[src/hw/eat_consts.svh]
`ifndef EAT_CONSTS_SVH
`define EAT_CONSTS_SVH
// Register byte offsets
`define EAT_OFS_CTRL     8'h00
`define EAT_OFS_TPT      8'h04
`define EAT_OFS_PRESC    8'h08
`define EAT_OFS_CAM_LO   8'h0C
`define EAT_OFS_CAM_HI   8'h10
`define EAT_OFS_ANG_CYC  8'h14
`define EAT_OFS_STATUS   8'h18
`define EAT_OFS_INT_STAT 8'h1C
`define EAT_OFS_INT_MASK 8'h20
`define EAT_OFS_TRR      8'h24
`define EAT_OFS_PERIOD   8'h28
`define EAT_OFS_ANGLE    8'h2C
// Control fields
`define EAT_CTRL_EN      0
`define EAT_CTRL_CRK_POL 1
`define EAT_CTRL_CAM_POL 2
`define EAT_CTRL_MISS_LO 4
`define EAT_CTRL_MISS_HI 5
`define EAT_CTRL_TEETH_LO 8
`define EAT_CTRL_TEETH_HI 15
// Interrupt status bits
`define EAT_INT_SYNC_CHG 0
`define EAT_INT_CAM_LOST 1
`define EAT_INT_TRR_OVF  2
// Reset values
`define EAT_RST_CTRL     32'h0000_2220
`define EAT_RST_TPT      10'h00A
`define EAT_RST_PRESC    8'h00
`define EAT_RST_ANG_CYC  24'h00_02D0
// Tick rate arithmetic
`define EAT_TRR_PRE_SHIFT  3
`define EAT_TRR_POST_SHIFT 6
`define EAT_TRR_LIMIT      24'hFF_FFFF
`define EAT_ONE_Q15        24'h00_8000
`endif

[src/hw/eat_pkg.sv]
package eat_pkg;
   typedef enum logic [2:0] {
      EAT_SYNC_NONE = 3'b001,
      EAT_SYNC_HALF = 3'b010,
      EAT_SYNC_FULL = 3'b100
   } eat_sync_t;
   typedef enum logic [2:0] {
      EAT_CAM_SEEK  = 3'b001,
      EAT_CAM_ANGLE = 3'b010,
      EAT_CAM_LOST  = 3'b100
   } eat_cam_t;
   typedef enum logic [2:0] {
      EAT_CRK_SEEK = 3'b001,
      EAT_CRK_MEAS = 3'b010,
      EAT_CRK_SYNC = 3'b100
   } eat_crk_t;
endpackage

[src/hw/eat_trr_div.sv]
`timescale 1ns/1ps
`default_nettype none
`include "eat_consts.svh"
module eat_trr_div #(
   parameter int TB_W = 24,
   parameter int TPT_W = 10
) (
   input  wire logic             clk_in,
   input  wire logic             rst_b_in,
   input  wire logic             start_in,
   input  wire logic [TB_W-1:0]  period_in,
   input  wire logic [TPT_W-1:0] tpt_in,
   output logic                  done_out,
   output logic                  ovf_out,
   output logic [TB_W-1:0]       trr_out
);
   logic [TB_W-1:0]  num_q;
   logic [TB_W-1:0]  quo_q;
   logic [TPT_W:0]   rem_q;
   logic [TPT_W-1:0] div_q;
   logic [5:0]       cnt_q;
   logic             busy_q;
   logic             pre_ovf_q;
   logic [TPT_W:0]   rem_sh;
   logic             take;

   assign rem_sh = {rem_q[TPT_W-1:0], num_q[TB_W-1]};
   assign take   = rem_sh >= {1'b0, div_q};

   // Restoring division, one quotient bit per cycle; period is shifted left 3 first
   always_ff @(posedge clk_in or negedge rst_b_in) begin
      if (!rst_b_in) begin
         busy_q    <= 1'b0;
         done_out  <= 1'b0;
         ovf_out   <= 1'b0;
         trr_out   <= '0;
         num_q     <= '0;
         quo_q     <= '0;
         rem_q     <= '0;
         div_q     <= '0;
         cnt_q     <= '0;
         pre_ovf_q <= 1'b0;
      end else begin
         done_out <= 1'b0;
         if (start_in && !busy_q) begin
            busy_q    <= 1'b1;
            num_q     <= period_in << `EAT_TRR_PRE_SHIFT;
            pre_ovf_q <= |period_in[TB_W-1:TB_W-`EAT_TRR_PRE_SHIFT];
            div_q     <= (tpt_in == '0) ? TPT_W'(1) : tpt_in;
            quo_q     <= '0;
            rem_q     <= '0;
            cnt_q     <= 6'(TB_W);
         end else if (busy_q) begin
            num_q <= num_q << 1;
            quo_q <= {quo_q[TB_W-2:0], take};
            rem_q <= take ? rem_sh - {1'b0, div_q} : rem_sh;
            cnt_q <= cnt_q - 6'h01;
            if (cnt_q == 6'h01) begin
               busy_q   <= 1'b0;
               done_out <= 1'b1;
               // Result is 15.9 unsigned fixed point
               trr_out  <= {quo_q[TB_W-2-`EAT_TRR_POST_SHIFT:0], take,
                            {`EAT_TRR_POST_SHIFT{1'b0}}};
               ovf_out  <= pre_ovf_q |
                           (|quo_q[TB_W-2:TB_W-1-`EAT_TRR_POST_SHIFT]);
            end
         end
      end
   end
endmodule
`default_nettype wire

[src/hw/eat_cam_trk.sv]
`timescale 1ns/1ps
`default_nettype none
module eat_cam_trk #(
   parameter int ANG_W = 24
) (
   input  wire logic              clk_in,
   input  wire logic              rst_n_in,
   input  wire logic              clear_in,
   input  wire logic              cam_edge_in,
   input  wire logic              cycle_wrap_in,
   input  wire logic [ANG_W-1:0]  angle_in,
   input  wire logic [ANG_W-1:0]  win_lo_in,
   input  wire logic [ANG_W-1:0]  win_hi_in,
   output eat_pkg::eat_cam_t      status_out,
   output logic                   found_out,
   output logic                   link_req_out
);
   import eat_pkg::*;
   logic seen_q;
   logic in_win;

   assign in_win = (angle_in >= win_lo_in) && (angle_in <= win_hi_in);

   // Single lobe: only the first active edge of an engine cycle counts
   always_ff @(posedge clk_in or negedge rst_n_in) begin
      if (!rst_n_in) begin
         seen_q <= 1'b0;
      end else if (clear_in || cycle_wrap_in) begin
         seen_q <= 1'b0;
      end else if (cam_edge_in) begin
         seen_q <= 1'b1;
      end
   end

   always_ff @(posedge clk_in or negedge rst_n_in) begin
      if (!rst_n_in) begin
         status_out   <= EAT_CAM_SEEK;
         found_out    <= 1'b0;
         link_req_out <= 1'b0;
      end else begin
         found_out    <= 1'b0;
         link_req_out <= 1'b0;
         if (clear_in) begin
            status_out <= EAT_CAM_SEEK;
         end else if (cam_edge_in && !seen_q) begin
            if (in_win) begin
               status_out <= EAT_CAM_ANGLE;
               found_out  <= 1'b1;
            end else if (status_out == EAT_CAM_ANGLE) begin
               status_out   <= EAT_CAM_LOST;
               link_req_out <= 1'b1;
            end
         end
      end
   end
endmodule
`default_nettype wire

[src/hw/eat_top.sv]
`timescale 1ns/1ps
`default_nettype none
`include "eat_consts.svh"
module eat_top #(
   parameter int TB_W  = 24,
   parameter int TPT_W = 10
) (
   // Clock and reset
   input  wire logic             clk_in,
   input  wire logic             rst_b_in,
   // Sensors
   input  wire logic             crank_in,
   input  wire logic             cam_in,
   // Register port
   input  wire logic [7:0]       addr_in,
   input  wire logic [31:0]      wr_data_in,
   input  wire logic             wr_en_in,
   input  wire logic             rd_en_in,
   output logic [31:0]           rd_data_out,
   // Status
   output logic                  irq_out,
   output logic [TB_W-1:0]       angle_counter_out,
   output eat_pkg::eat_sync_t    sync_status_out
);
   import eat_pkg::*;

   logic              rst_s1_q;
   logic              rst_n;
   logic [31:0]       ctrl_q;
   logic [TPT_W-1:0]  tpt_q;
   logic [7:0]        presc_q;
   logic [7:0]        presc_cnt_q;
   logic [TB_W-1:0]   cam_lo_q;
   logic [TB_W-1:0]   cam_hi_q;
   logic [TB_W-1:0]   ang_cyc_q;
   logic [2:0]        int_stat_q;
   logic [2:0]        int_mask_q;
   logic              tb_tick_q;
   logic [TB_W-1:0]   time_base_counter_q;
   logic [TB_W-1:0]   last_edge_q;
   logic [TB_W-1:0]   period_q;
   logic [TB_W-1:0]   prev_period_q;
   logic              crank_prev_q;
   logic              cam_prev_q;
   eat_crk_t          crk_q;
   logic [7:0]        tooth_q;
   logic [TB_W-1:0]   angle_base_q;
   logic [TB_W-1:0]   acc_q;
   logic [TPT_W-1:0]  sub_q;
   logic              wrap_q;
   logic              en;
   logic              crank_edge;
   logic              cam_edge;
   logic [TB_W-1:0]   period_d;
   logic              gap;
   logic              gap_due;
   logic [2:0]        miss_cnt;
   logic [TB_W-1:0]   step;
   logic [TB_W-1:0]   base_next;
   logic [TB_W-1:0]   trr;
   logic              trr_done;
   logic              trr_ovf;
   eat_cam_t          cam_status;
   logic              cam_found;
   logic              cam_link;
   eat_sync_t         sync_d;
   logic [2:0]        int_set;

   // Reset release through two flops
   always_ff @(posedge clk_in or negedge rst_b_in) begin
      if (!rst_b_in) begin
         rst_s1_q <= 1'b0;
         rst_n    <= 1'b0;
      end else begin
         rst_s1_q <= 1'b1;
         rst_n    <= rst_s1_q;
      end
   end

   assign en         = ctrl_q[`EAT_CTRL_EN];
   assign crank_edge = en && (crank_in != crank_prev_q) && (crank_in == ctrl_q[`EAT_CTRL_CRK_POL]);
   assign cam_edge   = en && (cam_in != cam_prev_q) && (cam_in == ctrl_q[`EAT_CTRL_CAM_POL]);
   assign period_d   = time_base_counter_q - last_edge_q;
   // A gap spans more than twice the previous tooth period
   assign gap        = (period_d > {prev_period_q[TB_W-2:0], 1'b0});
   assign gap_due    = (tooth_q == ctrl_q[`EAT_CTRL_TEETH_HI:`EAT_CTRL_TEETH_LO] - 8'h01);
   assign miss_cnt   = {1'b0, ctrl_q[`EAT_CTRL_MISS_HI:`EAT_CTRL_MISS_LO]} + 3'h1;
   assign step       = gap ? TB_W'(tpt_q) * TB_W'(miss_cnt) : TB_W'(tpt_q);

   always_comb begin
      base_next = angle_base_q + step;
      if (base_next >= ang_cyc_q) begin
         base_next = base_next - ang_cyc_q;
      end
   end

   // Register writes
   always_ff @(posedge clk_in or negedge rst_n) begin
      if (!rst_n) begin
         ctrl_q     <= `EAT_RST_CTRL;
         tpt_q      <= `EAT_RST_TPT;
         presc_q    <= `EAT_RST_PRESC;
         cam_lo_q   <= '0;
         cam_hi_q   <= '0;
         ang_cyc_q  <= `EAT_RST_ANG_CYC;
         int_mask_q <= '0;
      end else if (wr_en_in) begin
         case (addr_in)
            `EAT_OFS_CTRL:     ctrl_q     <= wr_data_in;
            `EAT_OFS_TPT:      tpt_q      <= wr_data_in[TPT_W-1:0];
            `EAT_OFS_PRESC:    presc_q    <= wr_data_in[7:0];
            `EAT_OFS_CAM_LO:   cam_lo_q   <= wr_data_in[TB_W-1:0];
            `EAT_OFS_CAM_HI:   cam_hi_q   <= wr_data_in[TB_W-1:0];
            `EAT_OFS_ANG_CYC:  ang_cyc_q  <= wr_data_in[TB_W-1:0];
            `EAT_OFS_INT_MASK: int_mask_q <= wr_data_in[2:0];
            default: ;
         endcase
      end
   end

   // Time base: one-cycle enable from the prescaler
   always_ff @(posedge clk_in or negedge rst_n) begin
      if (!rst_n) begin
         presc_cnt_q         <= '0;
         tb_tick_q           <= 1'b0;
         time_base_counter_q <= '0;
      end else begin
         tb_tick_q <= en && (presc_cnt_q == presc_q);
         if (!en || presc_cnt_q == presc_q) begin
            presc_cnt_q <= '0;
         end else begin
            presc_cnt_q <= presc_cnt_q + 8'h01;
         end
         if (tb_tick_q) begin
            time_base_counter_q <= time_base_counter_q + TB_W'(1);
         end
      end
   end

   // Crank tooth tracking
   always_ff @(posedge clk_in or negedge rst_n) begin
      if (!rst_n) begin
         crank_prev_q  <= 1'b0;
         cam_prev_q    <= 1'b0;
         crk_q         <= EAT_CRK_SEEK;
         tooth_q       <= '0;
         last_edge_q   <= '0;
         period_q      <= '0;
         prev_period_q <= '0;
      end else begin
         crank_prev_q <= crank_in;
         cam_prev_q   <= cam_in;
         if (!en) begin
            crk_q <= EAT_CRK_SEEK;
         end else if (crank_edge) begin
            last_edge_q   <= time_base_counter_q;
            period_q      <= period_d;
            prev_period_q <= period_d;
            case (crk_q)
               EAT_CRK_SEEK: begin
                  // First edge has no tooth before it to measure
                  crk_q         <= EAT_CRK_MEAS;
                  prev_period_q <= '0;
               end
               EAT_CRK_MEAS: begin
                  tooth_q <= '0;
                  if (gap && prev_period_q != '0) begin
                     crk_q <= EAT_CRK_SYNC;
                  end
               end
               EAT_CRK_SYNC: begin
                  // One contiguous gap: it must fall exactly where expected
                  if (gap != gap_due) begin
                     crk_q <= EAT_CRK_SEEK;
                  end
                  tooth_q <= gap ? 8'h00 : tooth_q + 8'h01;
               end
               default: crk_q <= EAT_CRK_SEEK;
            endcase
         end
      end
   end

   // Tick rate, recomputed from the latest period on each tooth edge outside the seek state
   eat_trr_div #(
      .TB_W  (TB_W),
      .TPT_W (TPT_W)
   ) u_div (
      .clk_in    (clk_in),
      .rst_b_in  (rst_n),
      .start_in  (crank_edge && crk_q != EAT_CRK_SEEK),
      .period_in (period_d),
      .tpt_in    (tpt_q),
      .done_out  (trr_done),
      .ovf_out   (trr_ovf),
      .trr_out   (trr)
   );

   // Angle counter: trr time-base counts per step, capped within a tooth
   always_ff @(posedge clk_in or negedge rst_n) begin
      if (!rst_n) begin
         angle_counter_out <= '0;
         angle_base_q      <= '0;
         acc_q             <= '0;
         sub_q             <= '0;
         wrap_q            <= 1'b0;
      end else begin
         wrap_q <= 1'b0;
         if (crank_edge) begin
            acc_q <= '0;
            sub_q <= '0;
            if (crk_q == EAT_CRK_SYNC && gap == gap_due) begin
               angle_base_q      <= base_next;
               angle_counter_out <= base_next;
               wrap_q            <= (base_next < angle_base_q);
            end else begin
               // Not yet synchronised: reset each tooth
               angle_base_q      <= '0;
               angle_counter_out <= '0;
            end
         end else if (tb_tick_q && crk_q == EAT_CRK_SYNC && trr != '0 && sub_q < tpt_q) begin
            if (acc_q + `EAT_ONE_Q15 >= trr) begin
               acc_q             <= acc_q + `EAT_ONE_Q15 - trr;
               sub_q             <= sub_q + TPT_W'(1);
               angle_counter_out <= angle_counter_out + TB_W'(1);
            end else begin
               acc_q <= acc_q + `EAT_ONE_Q15;
            end
         end
      end
   end

   eat_cam_trk #(
      .ANG_W (TB_W)
   ) u_cam (
      .clk_in        (clk_in),
      .rst_n_in      (rst_n),
      .clear_in      (crk_q != EAT_CRK_SYNC),
      .cam_edge_in   (cam_edge),
      .cycle_wrap_in (wrap_q),
      .angle_in      (angle_counter_out),
      .win_lo_in     (cam_lo_q),
      .win_hi_in     (cam_hi_q),
      .status_out    (cam_status),
      .found_out     (cam_found),
      .link_req_out  (cam_link)
   );

   // Overall position status; single global copy, hence one instance
   always_comb begin
      sync_d = sync_status_out;
      if (crk_q != EAT_CRK_SYNC) begin
         sync_d = EAT_SYNC_NONE;
      end else if (cam_link) begin
         if (sync_status_out == EAT_SYNC_FULL) begin
            sync_d = EAT_SYNC_HALF;
         end
      end else if (cam_found) begin
         sync_d = EAT_SYNC_FULL;
      end else if (sync_status_out == EAT_SYNC_NONE) begin
         sync_d = EAT_SYNC_HALF;
      end
   end

   always_ff @(posedge clk_in or negedge rst_n) begin
      if (!rst_n) begin
         sync_status_out <= EAT_SYNC_NONE;
      end else begin
         sync_status_out <= sync_d;
      end
   end

   assign int_set[`EAT_INT_SYNC_CHG] = (sync_d != sync_status_out);
   assign int_set[`EAT_INT_CAM_LOST] = cam_link;
   assign int_set[`EAT_INT_TRR_OVF]  = trr_done && trr_ovf;

   // Sticky status, write one to clear; a new event wins
   always_ff @(posedge clk_in or negedge rst_n) begin
      if (!rst_n) begin
         int_stat_q <= '0;
         irq_out    <= 1'b0;
      end else begin
         if (wr_en_in && addr_in == `EAT_OFS_INT_STAT) begin
            int_stat_q <= (int_stat_q & ~wr_data_in[2:0]) | int_set;
         end else begin
            int_stat_q <= int_stat_q | int_set;
         end
         irq_out <= |(int_stat_q & int_mask_q);
      end
   end

   // Read data in the cycle after the strobe, zero otherwise
   always_ff @(posedge clk_in or negedge rst_n) begin
      if (!rst_n) begin
         rd_data_out <= '0;
      end else if (rd_en_in) begin
         case (addr_in)
            `EAT_OFS_CTRL:     rd_data_out <= ctrl_q;
            `EAT_OFS_TPT:      rd_data_out <= 32'(tpt_q);
            `EAT_OFS_PRESC:    rd_data_out <= 32'(presc_q);
            `EAT_OFS_CAM_LO:   rd_data_out <= 32'(cam_lo_q);
            `EAT_OFS_CAM_HI:   rd_data_out <= 32'(cam_hi_q);
            `EAT_OFS_ANG_CYC:  rd_data_out <= 32'(ang_cyc_q);
            `EAT_OFS_STATUS:   rd_data_out <= {8'h00, tooth_q, 7'h00, crk_q,
                                               cam_status, sync_status_out};
            `EAT_OFS_INT_STAT: rd_data_out <= 32'(int_stat_q);
            `EAT_OFS_INT_MASK: rd_data_out <= 32'(int_mask_q);
            `EAT_OFS_TRR:      rd_data_out <= 32'(trr);
            `EAT_OFS_PERIOD:   rd_data_out <= 32'(period_q);
            `EAT_OFS_ANGLE:    rd_data_out <= 32'(angle_counter_out);
            default:           rd_data_out <= '0;
         endcase
      end else begin
         rd_data_out <= '0;
      end
   end
endmodule
`default_nettype wire

[config.mk]
export PLATFORM = sky130hd
export DESIGN_NAME = eat_top
export DESIGN_NICKNAME = d
export VERILOG_FILES = /design/src/hw/eat_pkg.sv /design/src/hw/eat_trr_div.sv /design/src/hw/eat_cam_trk.sv /design/src/hw/eat_top.sv
export VERILOG_INCLUDE_DIRS = /design/src /design/src/hw
export SDC_FILE = /design/constraint.sdc
export NUM_CORES = 1
export LEC_CHECK = 0
export BUFFER_PORTS_ARGS = -buffer_cell sky130_fd_sc_hd__buf_2
export CAP_MARGIN = 40
export CORE_MARGIN = 3
export CORE_UTILIZATION = 35
export DETAILED_ROUTE_END_ITERATION = 8
export GPL_ROUTABILITY_DRIVEN = 0
export SYNTH_ARGS = -nofsm -noshare
export SYNTH_HDL_FRONTEND = slang
export SYNTH_HIERARCHICAL = 1
export SYNTH_SLANG_ARGS = --single-unit
[constraint.sdc]
create_clock -name clk_in -period 12.7 [get_ports clk_in]
set_input_delay 1.905 -clock clk_in [delete_from_list [all_inputs] [get_ports clk_in]]
set_output_delay 1.905 -clock clk_in [all_outputs]
set_load 0.01 [all_outputs]
==> flow_summary_export.csv <==
group,metric,value,unit
sta,final-setup-viol-count,0,
floorplan,design.core.area,0.0821,mm2
drt,detail_route.vias_per_cell,5.53,
floorplan,initial_utilization,35.4,%
flow_run,drv_cap,0,
sta,final_max_slew_viol_count,0,
logic_synthesis,postSynth.asyncResetShare,100,%
sta,final_period_demand_of_the_worst_path,10.61,ns
setup_path,max_stage_delay,0.51,ns
clocking,clock_sink_count,465,
setup_path,worstSetupStartpoint,"time_base_counter_q[6]",
sta,setup-tns-final,0,ns
floorplan,die_width,294,um
drt,route.detailed.wl_per_inst,20.2,um
global_routing,antenna_violations_before_repair,12,
power,vdd_ir_drop_max,109,uV
logic_synthesis,fraction_of_the_yosys_area_taken_by_sequential_cells,40.1,%
power,pwr_density_cell,138,mW/mm2
sta,worst_slack,2.09,ns
floorplan,chipHeight,294,um
setup_path,timing.critical_path.fanout_max,32,
drt,drc,0,
clocking,cts_resized,0,
logic_synthesis,synthFlopType,"dfrtp_1",
setup_path,critical_path.most_common_cell,"ha_1",
hold_path,holdCritPathClass,"reg -> reg",
logic_synthesis,synth_register_bits,465,
clocking,clock_root_buffer_master,"clkbuf_16",
clocking,cts_post_setup_buffers_inserted,0,
clocking,ctsLongestPathBuffers,3,
clocking,cts_htree_levels,2,
setup_path,crit_family,"compound AO/OA/AOI/OAI gates",
clocking,cts.reportedPaths.clkPinSlew,0.06,ns
drt,route.final.wire_length,87900,um
placed_design,pre_cts_slack,2.19,ns
power,p_leak,15.1,nW
cells_and_area,area.growth.synth_to_final,12.2,%
floorplan,die_area,0.0865,mm2
hold_path,whs_endpoint,"rst_n",
setup_path,r2r_end,"wrap_q",
outcome,outcome,"finished, final reports clean",
setup_path,r2r_cells,43,
setup_path,crit_path_end_kind,"flop",
clocking,cts-buffers-inserted,52,
setup_path,critPathLaunchType,"flop",
setup_path,timing.critical_path.arrival,11.08,ns
sta,fin_worst_skew,0.0257,ns
clocking,clk-insertion-delay-late,0.61,ns
drt,initial_drt_markers,2024,
setup_path,slowest_stage,"a211oi_1",
clocking,hold_buffer_count_at_cts,0,
sta,unrepaired_setup_endpoints_after_global_routing,"no",
logic_synthesis,post_synth.cell_area_avg,9.22,um2
hold_path,hold_path_depth,0,
global_routing,grt_pass1_vias,23300,
sta,fin_crit_sh,83.5,%
global_routing,grt_remaining_overflow,0,
clocking,cts_tree,"yes",
cells_and_area,final_layout_size_suffix_gt1_share,13.1,%
sta,fin_worst_hold_slack,0.353,ns
logic_synthesis,post_synth_inst_count,3153,
drt,vias,24100,
setup_path,timing.rr.start,"time_base_counter_q[6]",
setup_path,worst_ep_required_time,13.18,ns
logic_synthesis,number_of_flops_mapped_to_enable_cells_by_yosys,0,
logic_synthesis,synth.cell_area,0.0291,mm2
sta,timing_worst_slew_pin_value,1.03,ns
global_routing,grt_pass1_wl,136000,um
floorplan,rows,105,
floorplan,design.portCount,106,
cells_and_area,layout.nets,3514,
logic_synthesis,synth_cell_type_count,91,
setup_path,cp_num_buf_inv,4,
setup_path,worst-setup-path-type,"reg -> reg",
drt,drt.antenna.violating_nets,0,
placed_design,buffer_ports.inserted,105,
sta,fmax,94.3,MHz
hold_path,hold_path.startpoint,"rst_s1_q",
logic_synthesis,total_number_of_yosys_warnings,6,
drt,drt_pass1_iterations,8,
sta,finalHoldViolCount,0,
global_routing,grt_max_degree,167,
setup_path,r2r_slack,2.09,ns
global_routing,grt_util_all_layers,20.1,%
sta,max_slew_margin,31.4,%
placed_design,dp.final_hpwl,64200,um
==> through the flow <==
step / instance area (um2) / instances / utilization [%] / power [mW]
after floorplan: 29100 / 3158 / - / 2.59
after global placement: 30700 / 4244 / 37.4 / 2.90
after detailed placement: 30800 / 4251 / 37.5 / 2.91
after CTS: 32600 / 4347 / 39.7 / 4.53
after global routing: 32600 / 4348 / 39.7 / 4.78
final: 32600 / 4352 / 39.7 / 4.52
==> per-layer routing <==
metal	vias up	GRT usage, %	share of wire (%)
met1	11800	28.4	45
met2	777	30.4	43
met3	145	4.50	8.9
met4	4	6.72	3.2
met5	-	0	0.028
li1	11300	-	-
==> worst register-to-register path: cells and delay by family (launching register included) <==
kind                       cells  cell delay, ns
AOI/OAI and AO/OA             18            4.41
xor gates and xnor gates       2            0.35
adders and majority gates      5            1.59
buffers and inverters          4            0.68
DFF                            1            0.43
muxes                          1            0.33
and+or+nand+nor               13            2.70
==> worst max-delay path by stage <==
| stage | to | slack, ns | cells past startpoint |
|---|---|---|---|
| 4_1_cts | wrap_q | 2.16 | 42 |
| 2_1_floorplan | wrap_q | 3.56 | 45 |
| 5_1_grt | wrap_q | 1.33 | 43 |
| 6_report | wrap_q | 2.09 | 43 |
| 3_5_place_dp | wrap_q | 2.19 | 43 |
| 3_3_place_gp | wrap_q | 2.39 | 42 |
==> synth_stat cells, drive strengths merged (13+ instances only) <==
| cell | n | area, um2 |
|---|---|---|
| o21ai | 232 | 1160 |
| a221oi | 20 | 175 |
| o22ai | 21 | 131 |
| a222oi | 30 | 300 |
| o21a | 32 | 240 |
| nor2b | 17 | 106 |
| o211ai | 13 | 103 |
| nand2b | 54 | 338 |
| and3 | 40 | 251 |
| mux2 | 142 | 1600 |
| a21o | 50 | 375 |
| nand4 | 41 | 263 |
| or3 | 17 | 106 |
| and2 | 20 | 125 |
| a21oi | 161 | 813 |
| xnor2 | 87 | 762 |
| a22o | 22 | 193 |
| a22oi | 20 | 150 |
| dfrtp | 453 | 11300 |
| nor4 | 23 | 156 |
| nand2 | 419 | 1570 |
| ha | 219 | 2740 |
| nor3 | 50 | 255 |
| a211oi | 24 | 190 |
| nor2 | 158 | 593 |
| fa | 14 | 280 |
| mux2i | 42 | 420 |
| a31oi | 50 | 313 |
| buf | 43 | 221 |
| xor2 | 56 | 490 |
| inv | 279 | 1050 |
| o21bai | 18 | 135 |
| clkbuf | 76 | 285 |
| nand3 | 61 | 305 |
==> registers in the layout (all words and copies together) (netlist names), 18 cells and up <==
register             cells
cam_lo_q                24
prev_period_q           24
time_base_counter_q     24
ctrl_q                  32
angle_base_q            24
rd_data_out             32
last_edge_q             24
u_div/quo_q             23
acc_q                   24
u_div/trr_out           18
ang_cyc_q               24
u_div/num_q             21
period_q                24
angle_counter_out       24
cam_hi_q                24
==> layout by cell type (no fill, tap or decap), types with 22 or more instances in the layout <==
master / n
a211oi_1: 22
a21o_1: 50
a21oi_1: 159
a222oi_1: 30
a22o_1: 22
a31oi_1: 49
and3_1: 39
buf_2: 105
buf_4: 33
clkbuf_16: 53
dfrtp_1: 451
ha_1: 219
inv_1: 279
mux2_2: 142
mux2i_1: 42
nand2_1: 417
nand2b_1: 54
nand3_1: 61
nand4_1: 40
nor2_1: 153
nor3_1: 49
o21a_1: 32
o21ai_0: 229
xnor2_1: 87
xor2_1: 56
==> logic make-up after synthesis <==
kind of cell / count (synthesis) / synth area share, %
DFF: 465 / 40.1
muxes: 184 / 6.95
xor gates and xnor gates: 144 / 4.39
adders and majority gates: 233 / 10.4
and+or+nand+nor: 943 / 15.2
buffers and inverters: 399 / 5.36
other: 2 / 0.0258
AOI/OAI and AO/OA: 783 / 17.6
==> area by class of cell <==
cell class,instances,area [um2]
antenna,5,12.5
clock buffer,74,1520
clock inverter,22,283
fill,8139,49500
inverter,280,1050
multi-input combinational,2294,15900
sequential,465,11700
tap,1070,1340
timing repair buffer,142,845
==> where the power goes <==
part	switching [mW]	total (mW)	internal (mW)
clock	0.651	1.60	0.952
combinational	0.731	1.22	0.487
sequential	0.102	1.70	1.59
Power figures use the tool's default switching activity.
